## config.mk

```make
export PLATFORM = sky130hd
export DESIGN_NAME = ocg_ctrl
export DESIGN_NICKNAME = d
export VERILOG_FILES = /design/src/ocg_pkg.sv /design/src/ocg_ctrl.sv
export SDC_FILE = /design/constraint.sdc
export NUM_CORES = 1
export LEC_CHECK = 0
export BUFFER_PORTS_ARGS = -buffer_cell sky130_fd_sc_hd__buf_2
export CAP_MARGIN = 20
export CORE_AREA = 2 2 86 88
export DETAILED_ROUTE_END_ITERATION = 12
export DIE_AREA = 0 0 88 90
export PLACE_DENSITY_LB_ADDON = 0.25
export SYNTH_ARGS = -nofsm -noshare
export SYNTH_HDL_FRONTEND = slang
export SYNTH_SLANG_ARGS = --single-unit
```

## constraint.sdc

```tcl
create_clock -name REF_CLK -period 2.9 [get_ports REF_CLK]
set_clock_uncertainty 0.05 [all_clocks]
set_input_delay 0.29 -clock REF_CLK [delete_from_list [all_inputs] [get_ports REF_CLK]]
set_output_delay 0.29 -clock REF_CLK [all_outputs]
set_load 0.005 [all_outputs]
```

## src/ocg_pkg.sv

```systemverilog
// Purpose : Constants and carrier types for the over-current guard register bank
// Assumes : Avalon-MM word addressing by byte address, 8-bit registers in low lanes
// Notes   : Operation list below
//
// Operation
// - Mode zero disables protection and sets the switch network to disabled state
// - Disabled: amplifier, comparator, converter, filter powered down; result forced low
// - Mode one enables non-inverting gain, switch pair S0 S3 closed
// - Mode two enables inverting gain, switch pair S1 S2 closed
// - Mode three enables zero-volt input for offset calibration
// - Low six bits of mode register read as zero
// - Top bit of gain register shows filtered trip result, read only
// - Three-bit gain field selects amplifier gain for either polarity
// - Three-bit filter field: zero bypasses, code n needs about 2^n periods
// - Eight-bit threshold code drives the reference converter, resets to zero
// - Amplifier calibration top bit selects offset cancellation state
// - Amplifier calibration bit six selects cancellation reference input
// - Amplifier calibration low six bits hold trim code, reset zero
// - Probe bit shows amplifier output during amplifier cancellation
// - Probe bit shows comparator output during comparator cancellation with amplifier cancellation off
// - Asserted trip result shuts off PWM and raises interrupt request
package ocg_pkg;

    // ----------------------------------------------------------------
    // Register map
    // ----------------------------------------------------------------
    localparam logic [4:0] OCG_ADDR_MODE  = 5'h00;
    localparam logic [4:0] OCG_ADDR_GAIN  = 5'h04;
    localparam logic [4:0] OCG_ADDR_THR   = 5'h08;
    localparam logic [4:0] OCG_ADDR_ACAL  = 5'h0C;
    localparam logic [4:0] OCG_ADDR_CCAL  = 5'h10;
    localparam logic [4:0] OCG_ADDR_MISC  = 5'h14;
    localparam logic [7:0] OCG_RST_VAL    = 8'h00;
    localparam logic [31:0] OCG_UNMAPPED  = 32'h00000000;

    // Field positions
    localparam int OCG_MODE_LSB    = 6;
    localparam int OCG_TRIP_BIT    = 7;
    localparam int OCG_GAIN_LSB    = 3;
    localparam int OCG_CANCEL_BIT  = 7;
    localparam int OCG_REFSEL_BIT  = 6;
    localparam int OCG_PROBE_BIT   = 7;
    localparam int OCG_MISC_SRC    = 6;

    // Filter tick: crystal clock divided by four
    localparam int OCG_TICK_DIV    = 4;
    localparam logic [1:0] OCG_TICK_LAST = 2'(OCG_TICK_DIV - 1);

    // ----------------------------------------------------------------
    // Types
    // ----------------------------------------------------------------
    typedef enum logic [1:0] {
        OCG_MODE_OFF  = 2'h0,
        OCG_MODE_NINV = 2'h1,
        OCG_MODE_INV  = 2'h2,
        OCG_MODE_ZERO = 2'h3
    } ocg_mode_t;

    typedef enum logic [2:0] {
        OCG_FS_STABLE = 3'h1,
        OCG_FS_COUNT  = 3'h2,
        OCG_FS_OFF    = 3'h4
    } ocg_fstate_t;

    // Controls toward the analogue front end
    typedef struct packed {
        logic       amp_en;
        logic       cmp_en;
        logic       dac_en;
        logic [3:0] sw_close;
        logic       amp_inverting;
        logic [2:0] amp_gain_sel;
        logic [7:0] threshold_code;
        logic       amp_cancel_mode;
        logic       amp_cancel_ref_sel;
        logic [5:0] amp_trim_code;
        logic       cmp_cancel_mode;
        logic       cmp_cancel_ref_sel;
        logic [4:0] cmp_trim_code;
        logic       threshold_ref_src;
    } ocg_afe_ctrl_t;

    // Switch patterns, bit i drives switch Si
    localparam logic [3:0] OCG_SW_OFF  = 4'hA;
    localparam logic [3:0] OCG_SW_NINV = 4'h9;
    localparam logic [3:0] OCG_SW_INV  = 4'h6;
    localparam logic [3:0] OCG_SW_ZERO = 4'hA;

endpackage

```

## src/ocg_ctrl.sv

```systemverilog
// Purpose : Over-current guard register bank and comparator debounce filter
// Assumes : Avalon-MM slave, one-cycle waitrequest on every access
// Notes   : Comparator and amplifier outputs taken as synchronous to REF_CLK
//
// Design decisions made here: the address map and register access over Avalon-MM.
module ocg_ctrl
    import ocg_pkg::*;
(
    input  wire logic          REF_CLK,
    input  wire logic          ARST_N,
    input  wire logic [4:0]    AVS_ADDRESS,
    input  wire logic          AVS_READ,
    input  wire logic          AVS_WRITE,
    input  wire logic [31:0]   AVS_WRITEDATA,
    input  wire logic [3:0]    AVS_BYTEENABLE,
    output logic [31:0]        AVS_READDATA,
    output logic               AVS_WAITREQUEST,
    input  wire logic          CMP_RAW,
    input  wire logic          AMP_OUT_LVL,
    output ocg_afe_ctrl_t      AFE_CTRL,
    output logic               FILTER_EN,
    output logic               TRIP_FLAG,
    output logic               PWM_SHUTOFF,
    output logic               TRIP_IRQ
);

    // ----------------------------------------------------------------
    // Reset release
    // ----------------------------------------------------------------
    logic rst_s1_r;
    logic rst_n_r;

    always_ff @(posedge REF_CLK or negedge ARST_N) begin
        if (!ARST_N) begin
            rst_s1_r <= 1'b0;
            rst_n_r  <= 1'b0;
        end else begin
            rst_s1_r <= 1'b1;
            rst_n_r  <= rst_s1_r;
        end
    end

    // ----------------------------------------------------------------
    // Registers
    // ----------------------------------------------------------------
    logic [1:0]  mode_r,  mode_nxt;
    logic [2:0]  gain_r,  gain_nxt;
    logic [2:0]  flen_r,  flen_nxt;
    logic [7:0]  thr_r,   thr_nxt;
    logic [7:0]  acal_r,  acal_nxt;
    logic [6:0]  ccal_r,  ccal_nxt;
    logic        src_r,   src_nxt;
    logic        ack_r,   ack_nxt;
    logic [31:0] rdata_r, rdata_nxt;
    logic [7:0]  rd_byte;
    logic        req;
    logic        wr_hit;
    logic        trip_r;
    logic        probe;

    assign req    = AVS_READ | AVS_WRITE;
    // Writes land on the completing edge, never while the master still waits
    assign wr_hit = AVS_WRITE & ack_r & AVS_BYTEENABLE[0];
    // Waitrequest drops in the second cycle of each request
    assign AVS_WAITREQUEST = req & ~ack_r;
    assign AVS_READDATA    = rdata_r;

    // Probe follows the block in cancellation, the amplifier when both are
    always_comb begin
        probe = 1'b0;
        if (acal_r[OCG_CANCEL_BIT]) begin
            probe = AMP_OUT_LVL;
        end else if (ccal_r[OCG_CANCEL_BIT - 1]) begin
            probe = CMP_RAW;
        end
    end

    always_comb begin
        rd_byte = 8'h00;
        case (AVS_ADDRESS)
            OCG_ADDR_MODE: rd_byte = {mode_r, 6'h00};
            OCG_ADDR_GAIN: rd_byte = {trip_r, 1'b0, gain_r, flen_r};
            OCG_ADDR_THR:  rd_byte = thr_r;
            OCG_ADDR_ACAL: rd_byte = acal_r;
            OCG_ADDR_CCAL: rd_byte = {probe, ccal_r};
            OCG_ADDR_MISC: rd_byte = {1'b0, src_r, 6'h00};
            default:       rd_byte = 8'h00;
        endcase
    end

    always_comb begin
        mode_nxt  = mode_r;
        gain_nxt  = gain_r;
        flen_nxt  = flen_r;
        thr_nxt   = thr_r;
        acal_nxt  = acal_r;
        ccal_nxt  = ccal_r;
        src_nxt   = src_r;
        ack_nxt   = req & ~ack_r;
        rdata_nxt = rdata_r;
        if (AVS_READ & ~ack_r) begin
            rdata_nxt = {24'h000000, rd_byte};
        end
        if (wr_hit) begin
            case (AVS_ADDRESS)
                OCG_ADDR_MODE: mode_nxt = AVS_WRITEDATA[7:6];
                OCG_ADDR_GAIN: begin
                    gain_nxt = AVS_WRITEDATA[5:3];
                    flen_nxt = AVS_WRITEDATA[2:0];
                end
                OCG_ADDR_THR:  thr_nxt  = AVS_WRITEDATA[7:0];
                OCG_ADDR_ACAL: acal_nxt = AVS_WRITEDATA[7:0];
                OCG_ADDR_CCAL: ccal_nxt = AVS_WRITEDATA[6:0];
                OCG_ADDR_MISC: src_nxt  = AVS_WRITEDATA[OCG_MISC_SRC];
                default: begin
                end
            endcase
        end
    end

    always_ff @(posedge REF_CLK or negedge rst_n_r) begin
        if (!rst_n_r) begin
            mode_r  <= 2'h0;
            gain_r  <= 3'h0;
            flen_r  <= 3'h0;
            thr_r   <= OCG_RST_VAL;
            acal_r  <= OCG_RST_VAL;
            ccal_r  <= 7'h00;
            src_r   <= 1'b0;
            ack_r   <= 1'b0;
            rdata_r <= OCG_UNMAPPED;
        end else begin
            mode_r  <= mode_nxt;
            gain_r  <= gain_nxt;
            flen_r  <= flen_nxt;
            thr_r   <= thr_nxt;
            acal_r  <= acal_nxt;
            ccal_r  <= ccal_nxt;
            src_r   <= src_nxt;
            ack_r   <= ack_nxt;
            rdata_r <= rdata_nxt;
        end
    end

    // ----------------------------------------------------------------
    // Front-end control
    // ----------------------------------------------------------------
    // Decoded from the next register values, so the registered controls
    // change on the same edge as the registers behind them.
    logic          enabled;
    logic          en_r,  en_nxt;
    ocg_afe_ctrl_t afe_r, afe_nxt;

    assign enabled = (mode_r != OCG_MODE_OFF);
    assign en_nxt  = (mode_nxt != OCG_MODE_OFF);

    always_comb begin
        afe_nxt                    = '0;
        afe_nxt.amp_en             = en_nxt;
        afe_nxt.cmp_en             = en_nxt;
        afe_nxt.dac_en             = en_nxt;
        afe_nxt.amp_gain_sel       = gain_nxt;
        afe_nxt.threshold_code     = thr_nxt;
        afe_nxt.amp_cancel_mode    = acal_nxt[OCG_CANCEL_BIT];
        afe_nxt.amp_cancel_ref_sel = acal_nxt[OCG_REFSEL_BIT];
        afe_nxt.amp_trim_code      = acal_nxt[5:0];
        afe_nxt.cmp_cancel_mode    = ccal_nxt[6];
        afe_nxt.cmp_cancel_ref_sel = ccal_nxt[5];
        afe_nxt.cmp_trim_code      = ccal_nxt[4:0];
        afe_nxt.threshold_ref_src  = src_nxt;
        case (mode_nxt)
            OCG_MODE_OFF:  afe_nxt.sw_close = OCG_SW_OFF;
            OCG_MODE_NINV: afe_nxt.sw_close = OCG_SW_NINV;
            OCG_MODE_INV: begin
                afe_nxt.sw_close      = OCG_SW_INV;
                afe_nxt.amp_inverting = 1'b1;
            end
            OCG_MODE_ZERO: afe_nxt.sw_close = OCG_SW_ZERO;
            default:       afe_nxt.sw_close = OCG_SW_OFF;
        endcase
    end

    always_ff @(posedge REF_CLK or negedge rst_n_r) begin
        if (!rst_n_r) begin
            en_r  <= 1'b0;
            afe_r <= '{sw_close: OCG_SW_OFF, default: '0};
        end else begin
            en_r  <= en_nxt;
            afe_r <= afe_nxt;
        end
    end

    assign AFE_CTRL  = afe_r;
    assign FILTER_EN = en_r;

    // ----------------------------------------------------------------
    // Debounce filter
    // ----------------------------------------------------------------
    // A new level must be seen on 2^n ticks in a row, the first sighting
    // included; the free-running tick leaves a one-period uncertainty.
    logic [1:0]  div_r,  div_nxt;
    logic [6:0]  cnt_r,  cnt_nxt;
    logic        trip_nxt;
    ocg_fstate_t fs_r,   fs_nxt;
    logic        tick;
    logic        cmp_in;
    logic [6:0]  limit;

    assign tick   = (div_r == OCG_TICK_LAST);
    assign cmp_in = CMP_RAW & enabled;
    // Last count before the change; unused by code zero, which bypasses
    assign limit  = 7'(({7'h00, 1'b1} << flen_r) - 8'h02);

    always_comb begin
        div_nxt  = 2'(div_r + 2'h1);
        cnt_nxt  = cnt_r;
        trip_nxt = trip_r;
        fs_nxt   = fs_r;
        case (fs_r)
            OCG_FS_OFF: begin
                trip_nxt = 1'b0;
                cnt_nxt  = 7'h00;
                div_nxt  = 2'h0;
                if (enabled) begin
                    fs_nxt = OCG_FS_STABLE;
                end
            end
            OCG_FS_STABLE: begin
                cnt_nxt = 7'h00;
                if (flen_r == 3'h0) begin
                    trip_nxt = cmp_in;
                end else if (tick && cmp_in != trip_r) begin
                    fs_nxt = OCG_FS_COUNT;
                end
            end
            OCG_FS_COUNT: begin
                if (flen_r == 3'h0) begin
                    trip_nxt = cmp_in;
                    fs_nxt   = OCG_FS_STABLE;
                end else if (tick) begin
                    if (cmp_in == trip_r) begin
                        fs_nxt = OCG_FS_STABLE;
                    end else if (cnt_r >= limit) begin
                        trip_nxt = cmp_in;
                        fs_nxt   = OCG_FS_STABLE;
                    end else begin
                        cnt_nxt = 7'(cnt_r + 7'h01);
                    end
                end
            end
            default: fs_nxt = OCG_FS_OFF;
        endcase
        if (!enabled) begin
            fs_nxt   = OCG_FS_OFF;
            trip_nxt = 1'b0;
        end
    end

    always_ff @(posedge REF_CLK or negedge rst_n_r) begin
        if (!rst_n_r) begin
            div_r  <= 2'h0;
            cnt_r  <= 7'h00;
            trip_r <= 1'b0;
            fs_r   <= OCG_FS_OFF;
        end else begin
            div_r  <= div_nxt;
            cnt_r  <= cnt_nxt;
            trip_r <= trip_nxt;
            fs_r   <= fs_nxt;
        end
    end

    assign TRIP_FLAG   = trip_r;
    assign PWM_SHUTOFF = trip_r;
    assign TRIP_IRQ    = trip_r;

endmodule

```

==> impl_metrics.ini, run 1 <==
[floorplan]
initial_core_util = 0.485
core_region_area_um2 = 7020
dieArea_um2 = 7920
ioPinCount = 119
row_count = 31
die_y_um = 90
fp.dieW_um = 88

[layout]
nets = 441
drive_above_1_share = 0.350
antenna-diode-count = 0
multi_input_area_um2 = 1650
fin_cells = 488
regArea_um2 = 1530
area_growth_pct = 17.7
nFillCells = 602

[timing]
period_share = 0.964
max_slew_margin = 0.607
setup_violations = 0
setup_tns_ps = 0
fin_ws_ps = 105
fmax_ghz = 0.358
hold_ws_ps = 134
period_needed_ps = 2800
worst_slew_pin_slew_ps = 573
hold_viol_final = 0
final_max_slew_viol_count = 0

[worst_setup_path]
path_max_fanout = 4
path_depth = 8
critPathTopFamily = simple AND/OR/NAND/NOR gates
arrival_ps = 2970
critPathBufInv = 0
crit_slowest_cell = or3b_2
cp-start-kind = flip-flop
crit_type = flip-flop to flip-flop
worstPathCellList = or3b_2, ha_4, ha_1, a21oi_1, o21ai_0, a21o_1, or3b_1, a22o_1
cp.required_ps = 3070
max_stage_delay_ps = 520
endpoint_kind = flip-flop
rr_worst_depth = 8

[clock_tree]
ctsHtreeMaxLevel = 3
cts_root_buf = clkbuf_8
tritoncts = done
clk_latency_ps = 340
clock_sinks = 61
clk_pin_slew_worst_paths_ps = 70
cts_buffers = 9
clockBufferDepth = 2

[yosys]
ys_seq_area_frac = 0.449
yosys.area_share.simple = 0.135
synth-async-reset-ratio = 1.00
synth_top_family_by_area = simple AND/OR/NAND/NOR gates
synth_cells = 315
synth_compound_area_frac = 0.134
yosys_warnings = 0
synthDistinctLibCells = 57
synth.ff_latch_count = 61
synth_ff_type = dfrtp_1
synthAdderAreaFrac = 0.0367
synth_xor_area_frac = 0.0154
netlist_area_um2 = 3410
avgSynthCellArea_um2 = 10.8
synth_edf_count = 0
synth_mux_area_frac = 0.128

[status]
status = finished, final reports clean

[route]
firstDrtPassIters = 4
remaining_drc_errors = 0
via_count = 2563
ant_nets = 0
drtIter0Drc = 131
vias_per_cell = 5.25
post_drt_wl_per_cell_um = 15.3
routed_wl_mm = 7.46

[min_path]
hp-class = flip-flop to asynchronous set/reset pin

[global_route]
grt_overflow = 0
grt_pass1_wl_mm = 12.2
grt_pass1_vias = 2400
antenna_found_initial = 0
track_usage = 0.201
grt_max_degree = 45

[power]
report.power.total_mw = 2.24
p_leak_nw = 2.08
peakVddDrop_v = 0.000357
power_density_nw_per_um2 = 558

[placement]
place_inst = 470
dp_hpwl_mm = 5.35
gp_congestion = 0.821
port_buffers = 67
pre_cts_slack_ps = 11.6

[run]
cap_violations = 0
## cells by family after synthesis
| group | count (synthesis) |
|---|---|
| other | 2 |
| AND/OR/NAND/NOR | 80 |
| AO/OA/AOI/OAI | 65 |
| XOR/XNOR | 6 |
| buffers and inverters | 54 |
| adder cells (fa/ha/maj) | 10 |
| multiplexers | 37 |
| flip-flops | 61 |
## sequential cells by signal, summed over array words and instances (netlist names)
| signal | flops |
|---|---|
| ccal_r | 2 |
| acal_r | 3 |
| AVS_READDATA | 8 |
| mode_r | 2 |
| cnt_r | 7 |
| div_r | 2 |
| fs_r | 3 |
| rst_n_r | 1 |
| AFE_CTRL | 27 |
| flen_r | 3 |
| rst_s1_r | 1 |
| ack_r | 1 |
| PWM_SHUTOFF | 1 |
## per-stage QoR
stage | instance area, um2 | utilization
6_report | 4010 | 0.572
5_1_grt | 4010 | 0.572
4_1_cts | 3980 | 0.567
3_5_place_dp | 3730 | 0.531
3_3_place_gp | 3730 | 0.531
2_1_floorplan | 3490 | -
## cell usage in the layout, fill, tap and decap left out, types with 9 or more instances in the layout
master	instances
clkbuf_8	10
buf_2	67
o22ai_1	9
buf_4	11
a22o_1	10
a22oi_1	13
mux2_1	10
nand2_1	13
dfrtp_1	57
ha_1	9
mux2_2	23
conb_1	25
nor2_1	22
## worst reg2reg max path, stage by stage, from the launching register on
cell and delay (ps):
dfrtp_1 370, or3b_2 520, ha_4 260, ha_1 280, a21oi_1 120, o21ai_0 200
a21o_1 260, or3b_1 400, a22o_1 210
## power breakdown
group | internal, mW | leakage, nW | switching, mW
Sequential | 0.913 | 0.822 | 0.0585
Combinational | 0.161 | 1.14 | 0.184
Clock | 0.594 | 0.121 | 0.330
## final timing paths
| path | startpoint | end | slack, ps |
|---|---|---|---|
| max | flen_r[1]$_DFFE_PN0P_ | fs_r[0]$_DFFE_PN0P_ | 100 |
| min | rst_n_r$_DFF_PN0_ | AFE_CTRL[1]$_DFFE_PN0P_ | 130 |
| max reg2reg | flen_r[1]$_DFFE_PN0P_ | fs_r[0]$_DFFE_PN0P_ | 100 |
| min reg2reg | rst_n_r$_DFF_PN0_ | AFE_CTRL[1]$_DFFE_PN0P_ | 130 |
| max in group asynchronous | rst_n_r$_DFF_PN0_ | AFE_CTRL[31]$_DFF_PN1_ | 1780 |
| min in group REF_CLK | AVS_WRITEDATA[2] | AFE_CTRL[18]$_DFFE_PN0P_ | 160 |
## cells in the mapped netlist (2+ instances only)
cell | count | area share
mux2_1 | 10 | 0.033
nand2_1 | 13 | 0.014
dfrtp_1 | 58 | 0.43
clkbuf_1 | 8 | 0.0088
and3_1 | 4 | 0.0073
dfstp_2 | 3 | 0.023
a31oi_1 | 8 | 0.015
ha_1 | 10 | 0.037
mux2i_1 | 2 | 0.0059
nand3_1 | 6 | 0.0088
xor2_1 | 5 | 0.013
a211o_1 | 2 | 0.0051
o21ai_0 | 2 | 0.0029
nor3b_1 | 2 | 0.0044
buf_2 | 2 | 0.0029
mux2_2 | 23 | 0.076
nand2b_1 | 6 | 0.011
a21oi_1 | 8 | 0.012
nand2_2 | 2 | 0.0037
a21o_1 | 4 | 0.0088
o21a_1 | 2 | 0.0044
nor2b_1 | 3 | 0.0055
o22ai_1 | 9 | 0.017
a22o_1 | 10 | 0.026
a211oi_1 | 2 | 0.0044
mux2i_4 | 2 | 0.013
or3_1 | 3 | 0.0055
buf_6 | 2 | 0.0066
buf_4 | 31 | 0.068
inv_2 | 4 | 0.0044
conb_1 | 2 | 0.0022
inv_1 | 6 | 0.0066
nor2_1 | 22 | 0.024
nor3_1 | 4 | 0.0059
a22oi_1 | 13 | 0.029
## layout make-up
| type | instances | area share |
|---|---|---|
| Clock inverter | 4 | 0.0237 |
| Timing Repair Buffer | 79 | 0.107 |
| Clock buffer | 12 | 0.0362 |
| Sequential cell | 61 | 0.382 |
| Tap cell | 99 | 0.0309 |
| Multi-Input combinational cell | 223 | 0.412 |
| Inverter | 10 | 0.00935 |
## routing by layer
layer | GRT usage | up-vias | wire length (um)
li1 | - | 1227 | -
met1 | 0.285 | 1238 | 3320
met2 | 0.293 | 84 | 3540
met3 | 0.0450 | 14 | 472
met4 | 0.0885 | 0 | 128
met5 | 0 | - | 0
## repair_timing
item / in CTS / in global routing
setup buffers: 0 / 1
hold buffers: 1 / 0
setup endpoints to repair: 0 / 4
gates resized for setup: 0 / 5
endpoints found under the hold margin: 2 / 0
Note: power is estimated with default switching activity, not from simulation.
==> run 2, diff against run 1 <==
- CORE_AREA: 2 2 86 88 -> 2 2 110 112
- DIE_AREA: 0 0 88 90 -> 0 0 112 114
==> run 2 against run 1 <==
Register-to-register slack improved by 130 ps. Sequential share of layout area is 1.5 points lower. Cell area rose by 4.0%. Critical path depth grew 3. Count of clock-buffer cells in the layout shrank 1. Total power increased by 10%. Global-route usage down 6.7 points. Non-clock buffer count grew 3. Die area is 61% higher. Maximum frequency is 4.8% higher. Sequential power about the same. Critical path type unchanged. Largest power group is now clock.
==> impl_metrics.ini, run 2 (synthesis results as in run 1) <==
[worst_setup_path]
cp-start-kind = flip-flop
rr_worst_depth = 11
r2r-end = cnt_r[6]$_DFFE_PN0P_
crit_type = flip-flop to flip-flop
cp.required_ps = 3110
path_max_fanout = 9
reg2reg_from = flen_r[1]$_DFFE_PN0P_
endpoint = cnt_r[6]$_DFFE_PN0P_
arrival_ps = 2880
cp-startpoint = flen_r[1]$_DFFE_PN0P_
endpoint_kind = flip-flop
r2r_setup_slack_ps = 230

[power]
pwr-share-seq = 0.393
switching_power_mw = 0.637
power_density_nw_per_um2 = 592
peakVddDrop_v = 0.000254
p_leak_nw = 2.12
clkPwrFrac = 0.464
p_sw_frac = 0.258
internal_power_mw = 1.84
comb_power_share = 0.143

[route]
firstDrtPassIters = 4
ant_nets = 0
vias_per_cell = 4.83
remaining_drc_errors = 0
post_drt_wl_per_cell_um = 15.0
routed_wl_mm = 8.11
via_count = 2604
drtIter0Drc = 105

[layout]
final_common_cell = buf_2
multi_input_area_um2 = 1650
nets = 444
nFillCells = 1200
regArea_um2 = 1530
drive_above_1_share = 0.355
layout_common_cells = buf_2 (67), dfrtp_1 (57), conb_1 (25)
area_growth_pct = 22.5
largest_reg_flops = 27
antenna-diode-count = 0
fin_cells = 539

[global_route]
grt_pass1_vias = 2652
track_usage = 0.134
antenna_found_initial = 0
grt_overflow = 0
grt_max_degree = 23
grt_pass1_wl_mm = 13.5

[timing]
max_slew_margin = 0.597
setup_tns_ps = 0
period_share = 0.920
worst_slew_pin_slew_ps = 602
period_needed_ps = 2670
setup_violations = 0
rsz0062_at_grt = no
fmax_ghz = 0.375
hold_viol_final = 0
final_max_slew_viol_count = 0

[floorplan]
core_region_area_um2 = 11700
dieArea_um2 = 12800
row_count = 40
die_y_um = 114
initial_core_util = 0.291
ioPinCount = 119
fp.dieW_um = 112

[placement]
dp_hpwl_mm = 6.09
place_inst = 522
gp_congestion = 0.834
port_buffers = 67

[clock_tree]
clockBufferDepth = 2
post_cts_buffers = 0
clk_pin_slew_worst_paths_ps = 50
clock_sinks = 61
cts_buffers = 9
ctsHtreeMaxLevel = 3
clk_latency_ps = 330
tritoncts = done
cts_root_buf = clkbuf_16

[run]
cap_violations = 0

[min_path]
hp-class = flip-flop to asynchronous set/reset pin

[status]
status = finished, final reports clean
## run 2: power by group through the flow
| stage | Sequential, mW | Clock, mW | Combinational [mW] |
|---|---|---|---|
| after floorplan | 0.976 | 0 | 0.247 |
| after global placement | 0.987 | 0 | 0.345 |
| after detailed placement | 0.989 | 0 | 0.351 |
| after CTS | 0.974 | 1.17 | 0.353 |
| after global routing | 0.984 | 1.21 | 0.402 |
| final | 0.973 | 1.15 | 0.353 |
## run 2: critical path, stage by stage, from the launching register on
cell      delay [ps]
dfrtp_1          370
buf_4            160
or3_1            400
inv_2            100
nor2_1            50
ha_1             280
a21oi_1          130
o211ai_1         170
a21o_1           220
buf_4            140
nor4b_1          360
a211o_1          150
## run 2: what timing repair did
item	CTS	global route
pin swaps	0	2
endpoints found under the setup margin	1	9
endpoints found under the hold margin	2	0
gates resized for setup	1	5
hold buffers	1	0
## run 2: worst min-delay path by stage
stage	endpoint	startpoint	depth (start not counted)
2_1_floorplan	rst_n_r$_DFF_PN0_	ARST_N	0
3_3_place_gp	rst_s1_r$_DFF_PN0_	ARST_N	1
3_5_place_dp	rst_s1_r$_DFF_PN0_	ARST_N	1
4_1_cts	acal_r[5]$_DFFE_PN0P_	rst_n_r$_DFF_PN0_	0
5_1_grt	AFE_CTRL[21]$_DFFE_PN0P_	rst_n_r$_DFF_PN0_	0
6_report	AFE_CTRL[21]$_DFFE_PN0P_	rst_n_r$_DFF_PN0_	0
## run 2: through the flow
stage	total power, mW	hold slack [ps]	instance area [um2]	setup slack, ps	util
after floorplan	1.22	-55.6	3490	37.5	-
after global placement	1.33	27.9	3820	18.1	0.326
after detailed placement	1.34	29.4	3820	11.1	0.326
after CTS	2.50	154	4150	4.91	0.354
after global routing	2.60	173	4170	59.5	0.356
final	2.47	142	4170	233	0.356
## run 2: layout make-up
type / count / area share
clock buffers: 11 / 0.0558
clock inverters: 5 / 0.0201
inverters: 10 / 0.00899
multi-input cells: 223 / 0.396
flip-flops and latches: 61 / 0.367
well taps: 147 / 0.0441
repair buffers: 82 / 0.108
## run 2: per-layer routing
| metal | wire length (um) | track usage | vias to the layer above |
|---|---|---|---|
| met4 | 140 | 0.0512 | 0 |
| met3 | 590 | 0.0425 | 12 |
| li1 | - | - | 1236 |
| met5 | 0 | 0 | - |
| met1 | 3550 | 0.167 | 1267 |
| met2 | 3830 | 0.217 | 89 |
==> run 3, diff against run 2 <==
- ABC_AREA: default -> 1
- CORE_AREA: 2 2 110 112 -> 2 2 112 114
- DIE_AREA: 0 0 112 114 -> 0 0 114 116
==> run 3 against run 2 <==
Maximum frequency decreased by 0.12%. Hold slack improved by 30 ps. Cell area increased by 1.6%. Cell count increased by 22%. Register-to-register slack about the same. Sequential cell count unchanged. Clock power increased by 3%. Global-route usage about the same.
==> impl_metrics.ini, run 3 <==
[worst_setup_path]
cp-start-kind = flip-flop
reg2reg_from = flen_r[0]$_DFFE_PN0P_
arrival_ps = 2830
crit_slowest_cell = dfrtp_1
path_max_fanout = 7
worstPathCellList = nand2_1, nor2_1, inv_1, ha_1, o32ai_1, inv_1, ha_1, nand2_1, inv_1, a21oi_2, nand2_1, nand2_1, nand4_4, nand2_1, nand2_1
r2r_setup_slack_ps = 230
max_stage_delay_ps = 430
crit_type = flip-flop to flip-flop
rr_worst_depth = 15
cpMostUsedCell = nand2_1
endpoint = cnt_r[1]$_DFFE_PN0P_
r2r-end = cnt_r[1]$_DFFE_PN0P_
endpoint_kind = flip-flop
cp.required_ps = 3060
cp-startpoint = flen_r[0]$_DFFE_PN0P_

[power]
internal_power_mw = 1.93
comb_power_share = 0.188
pwr-share-seq = 0.376
clkPwrFrac = 0.436
power_density_nw_per_um2 = 642
peakVddDrop_v = 0.000272
switching_power_mw = 0.791
p_leak_nw = 2.26
p_sw_frac = 0.291

[yosys]
synthAdderAreaFrac = 0.0353
synth_xor_area_frac = 0.00247
synth.ff_latch_count = 61
yosys.area.top_type = dfrtp_1
synth_cells = 438
synth_most_common_cell = nand2_1
synth_mux_area_frac = 0
avgSynthCellArea_um2 = 8.10
synthTopCellsByArea = dfrtp_1 (41%), nand2_1 (12%), buf_4 (6.8%)
synth_ff_type = dfrtp_1
synth_compound_area_frac = 0.110
synth_top_area_frac = 0.409
synth-async-reset-ratio = 1.00
yosys.area_share.simple = 0.275
synthDistinctLibCells = 38
synth_common_cells = nand2_1 (118), dfrtp_1 (58), inv_1 (48)
synth_edf_count = 0
netlist_area_um2 = 3550
synth_top_family_by_area = simple AND/OR/NAND/NOR gates
ys_seq_area_frac = 0.431
yosys_warnings = 0

[route]
ant_nets = 0
via_count = 2951
post_drt_wl_per_cell_um = 12.9
routed_wl_mm = 8.50
drtIter0Drc = 140
firstDrtPassIters = 4
remaining_drc_errors = 0
vias_per_cell = 4.49

[timing]
rsz0062_at_grt = no
worst_slew_pin_slew_ps = 964
fin_ws_ps = 230
fmax_ghz = 0.375
period_needed_ps = 2670
setup_tns_ps = 0
max_slew_margin = 0.358
hold_viol_final = 0
setup_violations = 0
final_max_slew_viol_count = 0
period_share = 0.921

[clock_tree]
tritoncts = done
cts_buffers = 9
clockBufferDepth = 2
ctsHtreeMaxLevel = 3
clock_sinks = 61
clk_pin_slew_worst_paths_ps = 50
post_cts_buffers = 0
clk_latency_ps = 330
cts_root_buf = clkbuf_16

[run]
cap_violations = 0

[global_route]
grt_pass1_wl_mm = 13.8
antenna_found_initial = 0
grt_max_degree = 44
grt_pass1_vias = 2806
track_usage = 0.134
grt_overflow = 0

[layout]
nFillCells = 1246
regArea_um2 = 1530
multi_input_area_um2 = 1610
layout_common_cells = nand2_1 (118), buf_2 (67), dfrtp_1 (57)
area_growth_pct = 19.5
drive_above_1_share = 0.267
antenna-diode-count = 0
nets = 562
final_common_cell = nand2_1
largest_reg_flops = 27

[floorplan]
die_y_um = 116
fp.dieW_um = 114
row_count = 40
initial_core_util = 0.298
ioPinCount = 119
core_region_area_um2 = 11900
dieArea_um2 = 13200

[placement]
port_buffers = 67
gp_congestion = 0.849
dp_hpwl_mm = 6.31
pre_cts_slack_ps = 98.4

[status]
status = finished, final reports clean

[min_path]
hp-class = input pin to flip-flop
## run 3: how the worst min path moves through the flow
stage	from	to	slack (ps)	cells after the start
floorplan	ARST_N	rst_n_r$_DFF_PN0_	-60	0
global placement	ARST_N	rst_s1_r$_DFF_PN0_	30	1
detailed placement	ARST_N	rst_s1_r$_DFF_PN0_	30	1
CTS	AVS_WRITE	ack_r$_DFF_PN0_	180	3
global route	AVS_WRITE	ack_r$_DFF_PN0_	190	3
finish	AVS_WRITE	ack_r$_DFF_PN0_	170	3
## run 3: cell families after synthesis
kind of cell / Yosys count
other cells: 2
buf+inv: 96
fa+ha+maj: 10
xor+xnor: 1
simple gates: 205
compound gates: 63
flops: 61
## run 3: critical path: cells and delay by family (launching register included)
family | cells | cell delay (ps)
buf+inv | 3 | 200
simple gates | 8 | 850
compound gates | 2 | 500
flops | 1 | 430
fa+ha+maj | 2 | 500
## run 3: per-layer routing
layer / routed length [um] / vias up / track usage / share of wire
li1: - / 1482 / - / -
met1: 4010 / 1384 / 0.177 / 0.47
met2: 4050 / 74 / 0.216 / 0.48
met3: 285 / 11 / 0.0241 / 0.034
met4: 153 / 0 / 0.0569 / 0.018
met5: 0 / - / 0 / 0
## run 3: final cells by class
class | instances | share of cell area
multi-input combinational | 304 | 0.378
sequential | 61 | 0.361
timing repair buffer | 72 | 0.0885
clock buffer | 13 | 0.0614
inverter | 57 | 0.0510
tap | 147 | 0.0434
clock inverter | 3 | 0.0162
## run 3: power groups by stage
stage	combinational, mW	clock [mW]	sequential (mW)
floorplan	0.371	0	1.03
global placement	0.492	0	1.03
detailed placement	0.505	0	1.04
CTS	0.509	1.20	1.02
global route	0.586	1.25	1.04
finish	0.511	1.19	1.02
## run 3: what timing repair did
action | in CTS | in global routing
setup endpoints to repair | 0 | 7
resized for setup | 0 | 2
hold buffers | 1 | 0
hold endpoints to repair | 2 | 0
## run 3: metrics by stage
step | total power, mW | util | hold slack, ps | instance area, um2 | std cells
2_1_floorplan | 1.40 | - | -55.6 | 3630 | 461
3_3_place_gp | 1.53 | 0.327 | 25.3 | 3890 | 640
3_5_place_dp | 1.54 | 0.327 | 29.2 | 3890 | 640
4_1_cts | 2.74 | 0.355 | 177 | 4230 | 657
5_1_grt | 2.87 | 0.356 | 189 | 4240 | 657
6_report | 2.72 | 0.356 | 171 | 4240 | 657
